`src/verilog/etp_pkg.sv`:
```
package etp_pkg;
  // ---------------------------------------------------------------
  // register map (word offsets are byte addresses)
  // ---------------------------------------------------------------
  localparam logic [3:0] ADDR_COUNT  = 4'h0;
  localparam logic [3:0] ADDR_OPTION = 4'h4;
  localparam logic [3:0] ADDR_INTCTL = 4'h8;
  localparam logic [3:0] ADDR_CTRL   = 4'hC;

  // option register fields
  localparam int OPT_RATIO_LSB = 0;
  localparam int OPT_ASSIGN    = 3;
  localparam int OPT_EDGE      = 4;
  localparam int OPT_SOURCE    = 5;
  // interrupt control fields
  localparam int INT_FLAG      = 2;
  localparam int INT_ENABLE    = 5;
  // control register fields
  localparam int CTRL_SLEEP    = 0;
  localparam int CTRL_WDT_CLR  = 1;

  // reset values
  localparam logic [7:0] OPTION_RST = 8'hFF;
  localparam logic [7:0] INTCTL_RST = 8'h00;
  localparam logic [7:0] COUNT_RST  = 8'h00;

  // timing: one instruction cycle is four phase clocks
  localparam int CLK_MHZ        = 250;
  localparam int PHASES         = 4;
  localparam int WRITE_INHIBIT  = 2;

  typedef enum logic [1:0] {
    PH_Q1 = 2'b00,
    PH_Q2 = 2'b01,
    PH_Q3 = 2'b10,
    PH_Q4 = 2'b11
  } etp_phase_type;

  typedef struct packed {
    logic [3:0]  adr;
    logic [31:0] dat;
    logic [3:0]  sel;
    logic        we;
    logic        cyc;
    logic        stb;
  } etp_wb_req_type;
endpackage

```
`src/verilog/etp_sync.sv`:
```
`timescale 1ns/1ns
// two flip-flop synchroniser for the external count pin
module etp_sync (
  input  wire logic clk,
  input  wire logic rst_b,
  input  wire logic d,
  output logic      q
);
  import etp_pkg::*;

  logic meta_reg;

  // -------------------------------------------------------------
  // synchroniser
  // -------------------------------------------------------------
  // first stage feeds only the second stage
  always_ff @(posedge clk or negedge rst_b) begin
    if (!rst_b) begin
      meta_reg <= 1'b0;
      q        <= 1'b0;
    end else begin
      meta_reg <= d;
      q        <= meta_reg;
    end
  end
endmodule // etp_sync

```
`src/verilog/etp_timer.sv`:
```
`timescale 1ns/1ns
// How it works
// source bit clear: count every instruction cycle
// count write blocks increments two cycles
// source bit set: count external pin edges
// edge bit: clear rising, set falling
// prescaler serves counter or watchdog, not both
// prescaler count has no software access
// counter ratios span 1:2 to 1:256
// prescaler is eight bit, ratio programmable
// wrap FFh to 00h sets overflow flag
// enable bit clear masks overflow request
// software clears flag before re-enabling
// sleep stops the counter entirely
// no prescaler: pin feeds sampler directly
// sample prescaler output on Q2 and Q4
// pin high and low two oscillator periods
// prescaler divides pin before sampling
// prescaled pin period four periods over ratio
// count updates fixed clocks after edge; here one or two clocks after the synchronised edge, by phase
// count write clears prescaler when assigned
// assign bit and ratio field in option
// watchdog clear clears prescaler when assigned
// ratio n divides by two to n+1
module etp_timer #(
  parameter int PRESCALE_BITS = 8
) (
  input  wire logic            ref_clk,
  input  wire logic            rst_b,
  input  wire etp_pkg::etp_wb_req_type wb_req,
  output logic [31:0]          wb_dat_o,
  output logic                 wb_ack_o,
  input  wire logic            external_count_input,
  output logic                 overflow_irq,
  output logic                 prescaler_tick_wdt
);
  import etp_pkg::*;

  // -------------------------------------------------------------
  // elaboration check
  // -------------------------------------------------------------
  if (PRESCALE_BITS != 8) begin : g_bad_width
    $error("prescaler width must be 8");
  end

  etp_phase_type      phase_reg;
  logic [7:0]         count_reg;
  logic [7:0]         option_reg;
  logic               flag_reg;
  logic               irq_en_reg;
  logic               sleep_reg;
  logic [1:0]         inhibit_reg;
  logic [PRESCALE_BITS-1:0] pre_reg;
  logic               pin_sync;
  logic               pin_last_reg;
  logic               samp_reg;
  logic               samp_last_reg;
  logic               inc_ext;
  logic               inc_int;
  logic               inc;
  logic               wb_hit;
  logic               wr_count;
  logic               wr_ctrl_clr;
  logic               pre_clr;
  logic               pin_edge;
  logic               pre_out;
  logic               pre_step;
  logic               cyc_end;
  logic               wrap;
  logic [7:0]         rd_next;

  // field decode used by several processes
  function automatic logic to_counter(input logic [7:0] opt);
    return ~opt[OPT_ASSIGN];
  endfunction

  // -------------------------------------------------------------
  // phase clocks
  // -------------------------------------------------------------
  // four phase clocks make one instruction cycle
  always_ff @(posedge ref_clk or negedge rst_b) begin
    if (!rst_b) begin
      phase_reg <= PH_Q1;
    end else begin
      unique case (phase_reg)
        PH_Q1: phase_reg <= PH_Q2;
        PH_Q2: phase_reg <= PH_Q3;
        PH_Q3: phase_reg <= PH_Q4;
        PH_Q4: phase_reg <= PH_Q1;
      endcase
    end
  end

  assign cyc_end = (phase_reg == PH_Q4);

  // -------------------------------------------------------------
  // bus decode
  // -------------------------------------------------------------
  assign wb_hit      = wb_req.cyc & wb_req.stb & ~wb_ack_o;
  assign wr_count    = wb_hit & wb_req.we & wb_req.sel[0] &
                       (wb_req.adr == ADDR_COUNT);
  assign wr_ctrl_clr = wb_hit & wb_req.we & wb_req.sel[0] &
                       (wb_req.adr == ADDR_CTRL) &
                       wb_req.dat[CTRL_WDT_CLR];

  // prescaler clear sources, by assignment
  assign pre_clr = (wr_count & to_counter(option_reg)) |
                   (wr_ctrl_clr & ~to_counter(option_reg));

  // -------------------------------------------------------------
  // edge detect on synchronised pin
  // -------------------------------------------------------------
  etp_sync u_sync (
    .clk   (ref_clk),
    .rst_b (rst_b),
    .d     (external_count_input),
    .q     (pin_sync)
  );

  always_ff @(posedge ref_clk or negedge rst_b) begin
    if (!rst_b) begin
      pin_last_reg <= 1'b0;
    end else begin
      pin_last_reg <= pin_sync;
    end
  end

  // selected edge of the count pin
  assign pin_edge = option_reg[OPT_EDGE] ?
                    (pin_last_reg & ~pin_sync) :
                    (~pin_last_reg & pin_sync);

  // prescaler input: pin edge in counter mode, else instruction cycle
  assign pre_step = option_reg[OPT_SOURCE] ? pin_edge : cyc_end;

  // -------------------------------------------------------------
  // prescaler
  // -------------------------------------------------------------
  // software can only clear pre_reg, never read or load it
  always_ff @(posedge ref_clk or negedge rst_b) begin
    if (!rst_b) begin
      pre_reg <= '0;
    end else if (pre_clr) begin
      pre_reg <= '0;
    end else if (pre_step && !sleep_reg) begin
      pre_reg <= pre_reg + 1'b1;
    end
  end

  // ratio bit n toggles every 2^n steps, period 2^(n+1): symmetrical output
  // without prescaler the edge bit flips the pin so either edge rises
  assign pre_out = to_counter(option_reg) ?
      pre_reg[option_reg[OPT_RATIO_LSB +: 3]] :
      (option_reg[OPT_SOURCE] &
       (pin_sync ^ option_reg[OPT_EDGE]));

  // watchdog gets a tick when prescaler is its own
  always_ff @(posedge ref_clk or negedge rst_b) begin
    if (!rst_b) begin
      prescaler_tick_wdt <= 1'b0;
    end else begin
      prescaler_tick_wdt <= ~to_counter(option_reg) & pre_step
                            & ~sleep_reg;
    end
  end

  // -------------------------------------------------------------
  // Q2/Q4 sampler
  // -------------------------------------------------------------
  always_ff @(posedge ref_clk or negedge rst_b) begin
    if (!rst_b) begin
      // idle-low pin seen through the reset edge select: no false rise
      samp_reg      <= OPTION_RST[OPT_EDGE];
      samp_last_reg <= OPTION_RST[OPT_EDGE];
    end else if ((phase_reg == PH_Q2 || phase_reg == PH_Q4)
                 && !sleep_reg) begin
      samp_reg      <= pre_out;
      samp_last_reg <= samp_reg;
    end
  end

  // one increment per sampled rising of the prescaler output
  assign inc_ext = option_reg[OPT_SOURCE] & samp_reg & ~samp_last_reg
                   & (phase_reg == PH_Q3 || phase_reg == PH_Q1);
  // internal source: with prescaler, its output rises once per ratio;
  // the Q2 sample is the first to see a step taken at Q4
  assign inc_int = ~option_reg[OPT_SOURCE] &
                   (to_counter(option_reg) ?
                    (samp_reg & ~samp_last_reg &
                     (phase_reg == PH_Q3 || phase_reg == PH_Q1)) :
                    cyc_end);
  assign inc = (inc_ext | inc_int) & ~sleep_reg
               & (inhibit_reg == 2'h0);

  // -------------------------------------------------------------
  // write inhibit
  // -------------------------------------------------------------
  always_ff @(posedge ref_clk or negedge rst_b) begin
    if (!rst_b) begin
      inhibit_reg <= 2'h0;
    end else if (wr_count) begin
      inhibit_reg <= 2'(WRITE_INHIBIT);
    end else if (cyc_end && inhibit_reg != 2'h0) begin
      inhibit_reg <= inhibit_reg - 2'h1;
    end
  end

  // -------------------------------------------------------------
  // count register
  // -------------------------------------------------------------
  assign wrap = inc & (count_reg == 8'hFF);

  always_ff @(posedge ref_clk or negedge rst_b) begin
    if (!rst_b) begin
      count_reg <= COUNT_RST;
    end else if (wr_count) begin
      count_reg <= wb_req.dat[7:0];
    end else if (inc) begin
      count_reg <= count_reg + 8'h01;
    end
  end

  // -------------------------------------------------------------
  // option, control and interrupt registers
  // -------------------------------------------------------------
  always_ff @(posedge ref_clk or negedge rst_b) begin
    if (!rst_b) begin
      option_reg <= OPTION_RST;
      sleep_reg  <= 1'b0;
    end else if (wb_hit && wb_req.we && wb_req.sel[0]) begin
      if (wb_req.adr == ADDR_OPTION) begin
        option_reg <= wb_req.dat[7:0];
      end
      if (wb_req.adr == ADDR_CTRL) begin
        sleep_reg <= wb_req.dat[CTRL_SLEEP];
      end
    end
  end

  // hardware set wins over a software clear in the same cycle
  always_ff @(posedge ref_clk or negedge rst_b) begin
    if (!rst_b) begin
      flag_reg   <= INTCTL_RST[INT_FLAG];
      irq_en_reg <= INTCTL_RST[INT_ENABLE];
    end else begin
      if (wb_hit && wb_req.we && wb_req.sel[0]
          && wb_req.adr == ADDR_INTCTL) begin
        irq_en_reg <= wb_req.dat[INT_ENABLE];
        flag_reg   <= wb_req.dat[INT_FLAG] | wrap;
      end else if (wrap) begin
        flag_reg <= 1'b1;
      end
    end
  end

  always_ff @(posedge ref_clk or negedge rst_b) begin
    if (!rst_b) begin
      overflow_irq <= 1'b0;
    end else begin
      overflow_irq <= flag_reg & irq_en_reg;
    end
  end

  // -------------------------------------------------------------
  // bus answer: one wait-free ack, dropped the next cycle
  // -------------------------------------------------------------
  always_comb begin
    rd_next = 8'h00;
    unique case (wb_req.adr)
      ADDR_COUNT:  rd_next = count_reg;
      ADDR_OPTION: rd_next = option_reg;
      ADDR_INTCTL: begin
        rd_next[INT_FLAG]   = flag_reg;
        rd_next[INT_ENABLE] = irq_en_reg;
      end
      ADDR_CTRL:   rd_next[CTRL_SLEEP] = sleep_reg;
      default:     rd_next = 8'h00;
    endcase
  end

  always_ff @(posedge ref_clk or negedge rst_b) begin
    if (!rst_b) begin
      wb_ack_o <= 1'b0;
      wb_dat_o <= 32'h0000_0000;
    end else begin
      wb_ack_o <= wb_hit;
      wb_dat_o <= wb_hit ? {24'h00_0000, rd_next} : 32'h0000_0000;
    end
  end
endmodule // etp_timer

```
`config.mk`:
```
export PLATFORM = sky130hd
export DESIGN_NAME = etp_timer
export DESIGN_NICKNAME = d
export VERILOG_FILES = /design/src/verilog/etp_pkg.sv /design/src/verilog/etp_sync.sv /design/src/verilog/etp_timer.sv
export SDC_FILE = /design/constraint.sdc
export NUM_CORES = 1
export LEC_CHECK = 0
export CAP_MARGIN = 10
export CORE_UTILIZATION = 51
export DETAILED_ROUTE_END_ITERATION = 8
export DONT_BUFFER_PORTS = 1
export PLACE_DENSITY = 0.66
export SLEW_MARGIN = 20
export SYNTH_ARGS = -nofsm -noshare
export SYNTH_HDL_FRONTEND = slang
export SYNTH_SLANG_ARGS = --single-unit
```
`constraint.sdc`:
```
create_clock -name ref_clk -period 2.03 [get_ports ref_clk]
set_input_delay 0.203 -clock ref_clk [delete_from_list [all_inputs] [get_ports ref_clk]]
set_output_delay 0.203 -clock ref_clk [all_outputs]
set_load 0.02 [all_outputs]
```
# Yosys cells after proc, flatten, opt, wreduce, memory -nomap -nowiden
# Cells that the tools add are included.
# classes
n_lt_le_gt_ge	1
add_sub_neg	3
eq_ne	7
n_bitwise	35
muxes	22
reduce_logical	19
# ops
cell	count
2-to-1 mux 8 bit	5
bitwise AND 1 bit	24
adder 8 x 1 -> 8 bit, second input constant	2
nonzero test 2 bit	5
one-hot mux 1 bit (3 select lines)	3
equality test 4 bit, second input constant	2
equality test 8 bit, second input constant	1
one-hot mux 2 bit (2 select lines)	2
one-hot mux 2 bit (4 select lines)	1
2-to-1 mux 1 bit	7
NOT 1 bit	7
logical AND 1 bit	6
equality test 2 bit, second input constant	2
equality test 4 x 3 -> 1 bit, second input constant	1
logical NOT 2 bit	2
logical NOT 4 bit	1
less-than comparator 3 x 4 -> 1 bit, second input constant	1
2-to-1 mux 2 bit	2
AND reduction 2 bit	2
binary-select mux 1 bit (select 3 bit)	1
bitwise OR 1 bit	3
equality test 2 x 1 -> 1 bit, second input constant	1
logical OR 1 bit	2
one-hot mux 1 bit (2 select lines)	1
other kinds (3)	3
# totals
register_bits	47
wordCells	104

# Longest topological paths before layout
# Gate-level depths: netlist (run 1).
# depth
word_depth	11
ltp_mapped	7
ltp_nobuf	7

# By module
# A second synthesis (run 1) with hierarchy kept.
# hier_totals
cells_unflattened	231
hier_area_um2	2478.6
# modules_own_cells
module	cells_each	seq_area_each_um2	instances	area_per_inst_um2
etp_timer	229	1138.6	1	2428.6
etp_sync	2	50.0	1	50.0

# Worst setup path before layout (run 1)
# OpenSTA, ideal clock, no wires.
# synth_path
kind	reg2reg
startpoint	reg wb_ack_o
endpoint	reg pre_reg[0]
path_stages_with_launch	5
setup_time_ns	0.147
t_required_ns	1.883
period_less_slack_ns	1.786
n_path_buf	0
path_slack_ns	0.244
arrival_time_ns	1.639
path_cell_list	dfrtp_1 -> nand3b_1 -> or3_1 -> nor3_1 -> nor2_1
# synth_between
elab_chain_cells	9
elab_cells_between_ends	12
# synth_rtl
element	line_no	text
start, declared	etp_timer.sv:32	output logic wb_ack_o,
start signal, assigned	etp_timer.sv:286	wb_ack_o <= wb_hit;
NOT 1 bit *	etp_timer.sv:99	assign wb_hit = wb_req.cyc & wb_req.stb & ~wb_ack_o;
bitwise AND 1 bit *	etp_timer.sv:99	
bitwise AND 1 bit * (2 in series)	etp_timer.sv:100, etp_timer.sv:102	
bitwise AND 1 bit	etp_timer.sv:102	assign wr_ctrl_clr = wb_hit & wb_req.we & wb_req.sel[0] &
bitwise AND 1 bit	etp_timer.sv:103	(wb_req.adr == ADDR_CTRL) &
bitwise AND 1 bit	etp_timer.sv:108	(wr_ctrl_clr & ~to_counter(option_reg));
bitwise OR 1 bit *	etp_timer.sv:107	assign pre_clr = (wr_count & to_counter(option_reg)) |
2-to-1 mux 8 bit / nonzero test 2 bit (equally long branches)	n/a	
end signal, assigned	etp_timer.sv:146	pre_reg <= pre_reg + 1'b1;
end, declared	etp_timer.sv:53	logic [PRESCALE_BITS-1:0] pre_reg;
# Every way passes the cells marked *; elsewhere a longest branch is shown, timed or not.
# A chain may end at the register's enable or synchronous reset.

# Final worst setup path (run 1)
# layout_path
startpoint	reg option_reg[4]
endpoint	reg pre_reg[6]
# layout_between
elab_chain_cells	4
# layout_rtl
element	line_no	text
start, declared	etp_timer.sv:48	logic [7:0] option_reg;
start signal, assigned	etp_timer.sv:232	option_reg <= wb_req.dat[7:0];
2-to-1 mux 1 bit	etp_timer.sv:129	assign pin_edge = option_reg[OPT_EDGE] ?
2-to-1 mux 1 bit	etp_timer.sv:134	assign pre_step = option_reg[OPT_SOURCE] ? pin_edge : cyc_end;
logical AND 1 bit	etp_timer.sv:145	end else if (pre_step && !sleep_reg) begin
nonzero test 2 bit (no source line)	n/a	
# No other way between the ends.

==> metrics, run 1 <==
outcome finished, final reports clean; DPL Wire Length 3006 um; Final Max Tran Viols 0; DRC viols 0; fill count 399; Setup TNS 0 ns; placed inst area about 0.0025 sq mm; largest net degree at the start of global routing 48; via count about 1.5k; footprint of the multi-input gates roughly 0.0012 sq mm; fin cells roughly 300; cell area after synthesis ~0.0025 sq mm; most frequent cells in the layout dfrtp_1 (37), nor2_1 (30), conb_1 (24); adder-cell area share of the yosys netlist 4.026%; max-cap violations 0; multiplexer area fraction after synthesis between 10% and 20%; Final Hold Fails 0; arrival time worst endpoint 2.03 ns; commonest non-fill, non-tap cell in the layout dfrtp_1; first-pass GRT wire length 6948 um; Max rail drop VDD ~0.38 mV; Syn Inst Count 230; cts bufs inserted 5; nets between 200 and 300; Post-Syn Area per Cell 10.81 sq um; IO buf count 0; H-Tree Level Count 2; Initial Util 52.99%; number of global-route vias before repair between 1k and 1.5k; clock slew at reported path FFs ~0.09 ns; Cell variety after synth 38; register bit total from synthesis between 40 and 50; Worst Path Required around 2.2 ns; postcts setup bufs 0; Worst setup EP type flip-flop; vias per cell 5.211; clock root buffer clkbuf_8; Tcrit/Tclk final 90.74%; Worst-Skew Late Latency between 0.2 and 0.3 ns; Synth Area in XOR/XNOR under 10%; DRT Pass-1 Iters 4; die height between 70 and 80 um; initial antenna violation count 0; main combinational cell family by area after synthesis simple AND/OR/NAND/NOR gates; hold buffers post-CTS 3; FP Rows 25; final setup vio count 0; Final Cell Area about 0.0026 sq mm; final worst path period need around 1.8 ns; Die ar. about 0.0052 sq mm; post-cts sizing count 0; Worst setup SP type flip-flop; compound-gate portion of the synthesized area roughly 6.4%; post-synthesis sequential area ratio 47.81%; drt total wl ~4100 um; CTS tree yes; maximum clock insertion buffer count 2; CTS Sinks between 40 and 50; R2R Setup Slk approximately 0.19 ns; Power Dens Cells around 980 mW/mm^2; Ant. Diodes 0; grt ovf 0; core area 0.004692 sq mm; static leakage ~1.2 nW; Hold WC Path Type input port to flip-flop; unrepaired setup endpoints after global routing no; GPL Wtd Cong ~0.74; Total GRT Usage 17.71%; # IOs 81; DR iter-0 viols 78; Antenna Nets Post-Route 0; Routed wire per std cell ~14 um; Simple-Gate Fraction of Synth Area approximately 16%; CP max FO 9; Fmax approximately 0.54 GHz; WS Path Type flip-flop to flip-flop; Synth Warn # 0; Area Overhead vs Synth 5.536%; die extent in x ~70 um; Reg area roughly 0.0012 sq mm; share of layout cells above drive strength 1 roughly 18%; placed insts 283; Setup Skew 0.004597 ns
[power breakdown]
part	internal [W]	total, W	leakage [nW]	switching (W)
sequential	0.00116	0.00139	0.560	0.000229
clock	0.000278	0.000591	0.0474	0.000313
combinational	0.000296	0.000587	0.603	0.000291
total	0.00174	0.00257	1.21	0.000833
[path summary, 6_finish.rpt]
kind | from | to | cells after the start
min reg2reg | u_sync.meta_reg | u_sync.q | 0
max | option_reg[4] | pre_reg[6] | 5
min in group asynchronous | rst_b | wb_dat_o[6] | 2
min | wb_req[8] | option_reg[1] | 1
max reg2reg | option_reg[4] | pre_reg[6] | 5
max in group asynchronous | rst_b | samp_reg | 2
[per-layer routing]
| layer | vias to the layer above | global-route usage (%) | share of wire (%) |
|---|---|---|---|
| met4 | 0 | 5.229 | 1.1 |
| met1 | 720 | 26.12 | 50 |
| met5 | - | 0 | 0 |
| met3 | 4 | 5.204 | 6.6 |
| met2 | 56 | 25.26 | 42 |
| li1 | 752 | - | - |
[worst max-delay path, cell delays in order, from the launching register on]
cell	delay, ns
dfstp_2	0.41
or3b_4	0.41
a311oi_4	0.52
nand4_1	0.19
xor2_1	0.17
nor2_1	0.05
[area by class of cell]
| cell class | count | share of cell area, % |
|---|---|---|
| flip-flops and latches | 47 | 45.30 |
| multi-input cells | 171 | 44.25 |
| repair buffers | 8 | 3.243 |
| clock buffers | 6 | 3.147 |
| well taps | 54 | 2.575 |
| inverters | 6 | 0.8584 |
| clock inverters | 2 | 0.6199 |
[stage by stage]
stage | utilization, % | hold slack [ns] | setup slack [ns] | total power [W]
2_1_floorplan | - | -0.09259 | 0.2441 | 0.001854
3_3_place_gp | 52.80 | -0.09172 | 0.2096 | 0.001941
3_5_place_dp | 52.80 | -0.09161 | 0.1745 | 0.001965
4_1_cts | 55.92 | 0.04230 | 0.1582 | 0.002591
5_1_grt | 55.92 | 0.03906 | 0.02826 | 0.002742
6_report | 55.92 | 0.05223 | 0.1879 | 0.002570
[synth_stat cells]
| library cell | n | area, sq um |
|---|---|---|
| or3_1 | 1 | 6.260 |
| nand3b_1 | 3 | 22.52 |
| mux2_2 | 10 | 112.6 |
| buf_2 | 1 | 5.000 |
| nor3_1 | 3 | 15.01 |
| conb_1 | 1 | 3.750 |
| xor2_1 | 12 | 105.1 |
| and3_2 | 1 | 7.510 |
| and2_2 | 1 | 7.510 |
| o41ai_4 | 1 | 27.53 |
| nand3_1 | 7 | 35.03 |
| dfstp_2 | 10 | 262.8 |
| o21ai_0 | 3 | 15.01 |
| ha_1 | 8 | 100.1 |
| nand2_1 | 9 | 33.78 |
| nand4_1 | 6 | 37.54 |
| nand3b_2 | 1 | 11.26 |
| nor4_1 | 1 | 6.260 |
| and2_1 | 1 | 6.260 |
| o31a_1 | 1 | 8.760 |
| nor2_1 | 30 | 112.6 |
| inv_1 | 6 | 22.52 |
| o21bai_1 | 1 | 7.510 |
| a31oi_1 | 1 | 6.260 |
| mux2i_1 | 12 | 120.1 |
| nor2b_1 | 4 | 25.02 |
| and3_1 | 7 | 43.79 |
| or2_2 | 1 | 6.260 |
| nand2b_1 | 1 | 6.260 |
| a311oi_4 | 1 | 26.28 |
| or3b_4 | 1 | 11.26 |
| xnor2_1 | 4 | 35.03 |
| mux4_2 | 2 | 45.04 |
| a21oi_1 | 12 | 60.06 |
| dfrtp_1 | 37 | 925.9 |
| buf_4 | 24 | 180.2 |
| o31ai_1 | 1 | 7.510 |
| clkbuf_1 | 4 | 15.01 |
[logic make-up (layout without fill, tap and decap cells)]
logic type,Yosys count,in the layout
AND/OR/NAND/NOR,78,78
flip-flops,47,47
buffers and inverters,35,22
multiplexers,24,24
AO/OA/AOI/OAI,21,21
XOR/XNOR,16,16
adder cells (fa/ha/maj),8,8
other,1,24
Power figures use the tool's default switching activity.
==> run 2, diff against run 1 <==
CAP_MARGIN = 20   (was 10)
REMOVE_ABC_BUFFERS = 1   (was unset)
TNS_END_PERCENT = 10   (was unset)
==> metrics, run 2 (synthesized netlist as in run 1, its figures left out) <==
cts bufs inserted 5 (unchanged); via count 1550 (was 1532); maximum clock insertion buffer count 2 (unchanged); number of global-route vias before repair 1477 (was 1392); crit path from option_reg[4] (unchanged); Tcrit/Tclk final 91.67% (was 90.74%); Setup Skew 0.007442 ns (was 0.004597 ns); Area Overhead vs Synth 7.197% (was 5.536%); crit path to pre_reg[6] (unchanged); die height 71.82 um (unchanged); postcts setup bufs 0 (unchanged); Die ar. 0.005158 sq mm (unchanged); grt ovf 0 (unchanged); Worst setup EP type flip-flop (unchanged); Power Dens Cells 1050 mW/mm^2 (was 979.7 mW/mm^2); share of layout cells above drive strength 1 17.92% (unchanged); core area 0.004692 sq mm (unchanged); FF-to-FF path depth 5 (unchanged); DRC viols 0 (unchanged); max-cap violations 0 (unchanged); arrival time worst endpoint 2.09 ns (was 2.03 ns); Worst Path Required 2.26 ns (was 2.22 ns); clock root buffer clkbuf_8 (unchanged); final hold slack 0.03872 ns (was 0.05223 ns); CP max FO 9 (unchanged); IO buf count 0 (unchanged); commonest non-fill, non-tap cell in the layout dfrtp_1 (unchanged); initial antenna violation count 0 (unchanged); # IOs 81 (unchanged); CTS Sinks 47 (unchanged); Routed wire per std cell 14.13 um (was 14.11 um); nets 293 (unchanged); Ant. Diodes 0 (unchanged); DRT Pass-1 Iters 4 (unchanged); Max rail drop VDD 0.4768 mV (was 0.3788 mV); largest net degree at the start of global routing 48 (unchanged); Setup TNS 0 ns (unchanged); CTS tree yes (unchanged); DR iter-0 viols 97 (was 78); Fmax 0.5374 GHz (was 0.5429 GHz); R2R Setup Slk 0.17 ns (was 0.19 ns); Final Max Tran Viols 0 (unchanged); die extent in x 71.82 um (unchanged); footprint of the multi-input gates 0.001161 sq mm (unchanged); post-cts sizing count 0 (unchanged); FF-to-FF Start option_reg[4] (unchanged); first-pass GRT wire length 7010 um (was 6948 um); Worst setup SP type flip-flop (unchanged); Hold Path Depth 2 (was 1); final setup vio count 0 (unchanged); Initial Util 52.99% (unchanged); unrepaired setup endpoints after global routing no (unchanged); outcome finished, final reports clean (unchanged); Antenna Nets Post-Route 0 (unchanged); Total GRT Usage 18.06% (was 17.71%); vias per cell 5.272 (was 5.211); drt total wl 4155 um (was 4149 um); Worst-Skew Late Latency 0.30 ns (was 0.29 ns); RR Endpoint pre_reg[6] (unchanged); WS Path Type flip-flop to flip-flop (unchanged); fin cells 294 (unchanged); placed insts 283 (unchanged); hold buffers post-CTS 3 (unchanged); final worst path period need 1.861 ns (was 1.842 ns); Hold WC Path Type input port to flip-flop (unchanged); Pwr Total 0.002798 W (was 0.002570 W); GPL Wtd Cong 0.8394 (was 0.7420); fill count 424 (was 399); Reg area 0.001189 sq mm (unchanged); Final Hold Fails 0 (unchanged); clock slew at reported path FFs 0.09 ns (about the same); static leakage 1.233 nW (was 1.211 nW); DPL Wire Length 3057 um (was 3006 um); FP Rows 25 (unchanged); most frequent cells in the layout dfrtp_1 (37), nor2_1 (30), conb_1 (24) (unchanged); H-Tree Level Count 2 (unchanged)
[run 2: changes by cell type in the layout (fill, tap and decap cells not counted)]
cell | before | now
inv_8 | 0 | 1
clkinvlp_4 | 1 | 0
bufinv_16 | 0 | 2
clkinv_4 | 1 | 0
clkbuf_8 | 6 | 5
[run 2: power by group]
| group | internal (W) | switching [W] |
|---|---|---|
| clock network | 0.000500 | 0.000323 |
| logic | 0.000294 | 0.000293 |
| registers | 0.00116 | 0.000224 |
| total | 0.00196 | 0.000840 |
[run 2: worst min path at each step]
| stage | from | end | slack [ns] |
|---|---|---|---|
| after floorplan | rst_b | count_reg[0] | -0.09 |
| after global placement | rst_b | phase_reg[1] | -0.09 |
| after detailed placement | rst_b | pre_reg[6] | -0.09 |
| after CTS | wb_req[9] | flag_reg | 0.03 |
| after global routing | wb_req[14] | option_reg[7] | 0.03 |
| final | wb_req[9] | flag_reg | 0.04 |
[run 2: metal layers]
layer	vias to the layer above	GRT usage [%]	wire (um)	part of all wire, %
met5	-	0	0	0
met4	0	5.882	37	0.89
met2	40	27.67	1876	45
li1	758	-	-	-
met1	748	24.98	2038	49
met3	4	4.923	202	4.9
[run 2: critical path: stages (launching register included)]
cell and delay, ns:
dfstp_2 0.41, or3b_4 0.41, a311oi_4 0.52, nand4_1 0.19, xor2_1 0.17, nor2_1 0.10
[run 2: stage by stage]
stage / setup WS (ns) / util (%) / area, sq um
final: 0.1692 / 56.80 / 2665
after global routing: 0.05226 / 56.80 / 2665
after CTS: 0.1523 / 56.80 / 2665
after detailed placement: 0.1814 / 52.80 / 2477
after global placement: 0.1784 / 52.80 / 2477
after floorplan: 0.2441 / - / 2372
[run 2: layout make-up]
| cell class | count | share of cell area (%) |
|---|---|---|
| flip-flops and latches | 47 | 44.60 |
| multi-input cells | 171 | 43.57 |
| repair buffers | 8 | 3.192 |
| clock inverters | 3 | 2.676 |
| clock buffers | 5 | 2.582 |
| well taps | 54 | 2.535 |
| inverters | 6 | 0.8451 |
==> run 3, diff against run 2 <==
==> constraint.sdc (replaced) <==
create_clock -name ref_clk -period 2.03 [get_ports ref_clk]
set_input_delay 0.406 -clock ref_clk [delete_from_list [all_inputs] [get_ports ref_clk]]
set_output_delay 0.406 -clock ref_clk [all_outputs]
set_load 0.02 [all_outputs]
==> metrics, run 3 (synthesized netlist as in run 1, its figures left out) <==
Die ar. 0.005158 sq mm (unchanged); vias per cell 5.256 (was 5.272); Area Overhead vs Synth 6.794% (was 7.197%); hold buffers post-CTS 2 (was 3); Setup Skew 0.007481 ns (was 0.007442 ns); Final Hold Fails 0 (unchanged); FP Rows 25 (unchanged); Tcrit/Tclk final 91.70% (was 91.67%); Ant. Diodes 0 (unchanged); largest net degree at the start of global routing 48 (unchanged); Total GRT Usage 18.00% (was 18.06%); most frequent cells in the layout dfrtp_1 (37), nor2_1 (30), conb_1 (24) (unchanged); Gate power share 20.9% (was 21.0%); Initial Util 52.99% (unchanged); final worst path period need 1.861 ns (about the same); DRC viols 0 (unchanged); number of global-route vias before repair 1465 (was 1477); cts bufs inserted 5 (unchanged); WS Path Type flip-flop to flip-flop (unchanged); switching power of the nets 0.0008399 W (was 0.0008405 W); # IOs 81 (unchanged); Worst Path Required 2.26 ns (about the same); Setup TNS 0 ns (unchanged); IO buf count 0 (unchanged); die extent in x 71.82 um (unchanged); share of total power in sequential cells 49.6% (about the same); CTS Sinks 47 (unchanged); final setup vio count 0 (unchanged); postcts setup bufs 0 (unchanged); post-cts sizing count 0 (unchanged); Worst Setup Slack, final 0.1686 ns (was 0.1692 ns); DR iter-0 viols 89 (was 97); first-pass GRT wire length 6982 um (was 7010 um); clock root buffer clkbuf_8 (unchanged); Fmax 0.5372 GHz (was 0.5374 GHz); Final Cell Area 0.002655 sq mm (was 0.002665 sq mm); DRT Pass-1 Iters 4 (unchanged); max-cap violations 0 (unchanged); arrival time worst endpoint 2.09 ns (about the same); share of layout cells above drive strength 1 17.99% (was 17.92%); outcome finished, final reports clean (unchanged); commonest non-fill, non-tap cell in the layout dfrtp_1 (unchanged); Max rail drop VDD 0.4766 mV (was 0.4768 mV); Net Sw Frac 30.04% (about the same); Routed wire per std cell 14.14 um (was 14.13 um); Hold WC Path Type input port to flip-flop (unchanged); DPL Wire Length 3057 um (unchanged); cell internal pwr 0.001956 W (was 0.001958 W); unrepaired setup endpoints after global routing no (unchanged); Worst setup EP type flip-flop (unchanged); Power Dens Cells 1053 mW/mm^2 (was 1050 mW/mm^2); initial antenna violation count 0 (unchanged); clock slew at reported path FFs 0.09 ns (about the same); grt ovf 0 (unchanged); CP max FO 9 (unchanged); CTS tree yes (unchanged); maximum clock insertion buffer count 2 (unchanged); pre-CTS setup slack 0.1814 ns (unchanged); Final Max Tran Viols 0 (unchanged); H-Tree Level Count 2 (unchanged); Worst-Skew Late Latency 0.30 ns (about the same); Antenna Nets Post-Route 0 (unchanged); placed inst area 0.002477 sq mm (unchanged); die height 71.82 um (unchanged); core area 0.004692 sq mm (unchanged); static leakage 1.229 nW (was 1.233 nW); final hold slack 0.1285 ns (was 0.03872 ns); power share of the clock group 29.4% (about the same); via count 1540 (was 1550); nets 292 (was 293); drt total wl 4144 um (was 4155 um); Worst setup SP type flip-flop (unchanged); GPL Wtd Cong 0.8394 (unchanged)
## run 3: changes by cell type in the layout (fill, tap and decap cells not counted)
cell	previous run	this run
dlygate4sd3_1	2	1
## run 3: per-layer routing
metal	global-route usage [%]	vias up	part of all wire, %
met5	0	-	0
met4	5.882	0	0.89
met3	4.923	4	4.9
met2	27.46	38	45
met1	24.98	742	49
li1	-	756	-
## run 3: layout make-up
| class | instances | area (sq um) |
|---|---|---|
| clock buffer | 5 | 68.82 |
| timing repair buffer | 7 | 75.07 |
| inverter | 6 | 22.52 |
| tap | 54 | 67.56 |
| sequential | 47 | 1189 |
| fill | 425 | 2037 |
| multi-input combinational | 171 | 1161 |
| clock inverter | 3 | 71.32 |
## run 3: final timing paths
check | startpoint | end | slack [ns] | depth (start not counted)
max | option_reg[4] | pre_reg[6] | 0.17 | 5
min | external_count_input | u_sync.meta_reg | 0.13 | 0
max reg2reg | option_reg[4] | pre_reg[6] | 0.17 | 5
min reg2reg | u_sync.meta_reg | u_sync.q | 0.36 | 0
max in group asynchronous | rst_b | option_reg[7] | 1.17 | 2
min in group asynchronous | rst_b | phase_reg[0] | 0.60 | 2
## run 3: power groups by stage
stage	registers, W	logic (W)	clock network (W)
floorplan	0.00134	0.000468	0
finish	0.00139	0.000585	0.000823
global placement	0.00140	0.000547	0
detailed placement	0.00140	0.000563	0
CTS	0.00139	0.000589	0.000845
global route	0.00142	0.000663	0.000890
## run 3: critical path, cell delays in order, from the launching register on
cell	delay (ns)
dfstp_2	0.41
or3b_4	0.41
a311oi_4	0.52
nand4_1	0.19
xor2_1	0.17
nor2_1	0.10
## run 3: per-stage QoR
stage | std cells | power, W | utilization, %
2_1_floorplan | 224 | 0.001810 | -
3_3_place_gp | 283 | 0.001944 | 52.80
3_5_place_dp | 283 | 0.001965 | 52.80
4_1_cts | 293 | 0.002822 | 56.59
5_1_grt | 293 | 0.002978 | 56.59
6_report | 293 | 0.002796 | 56.59
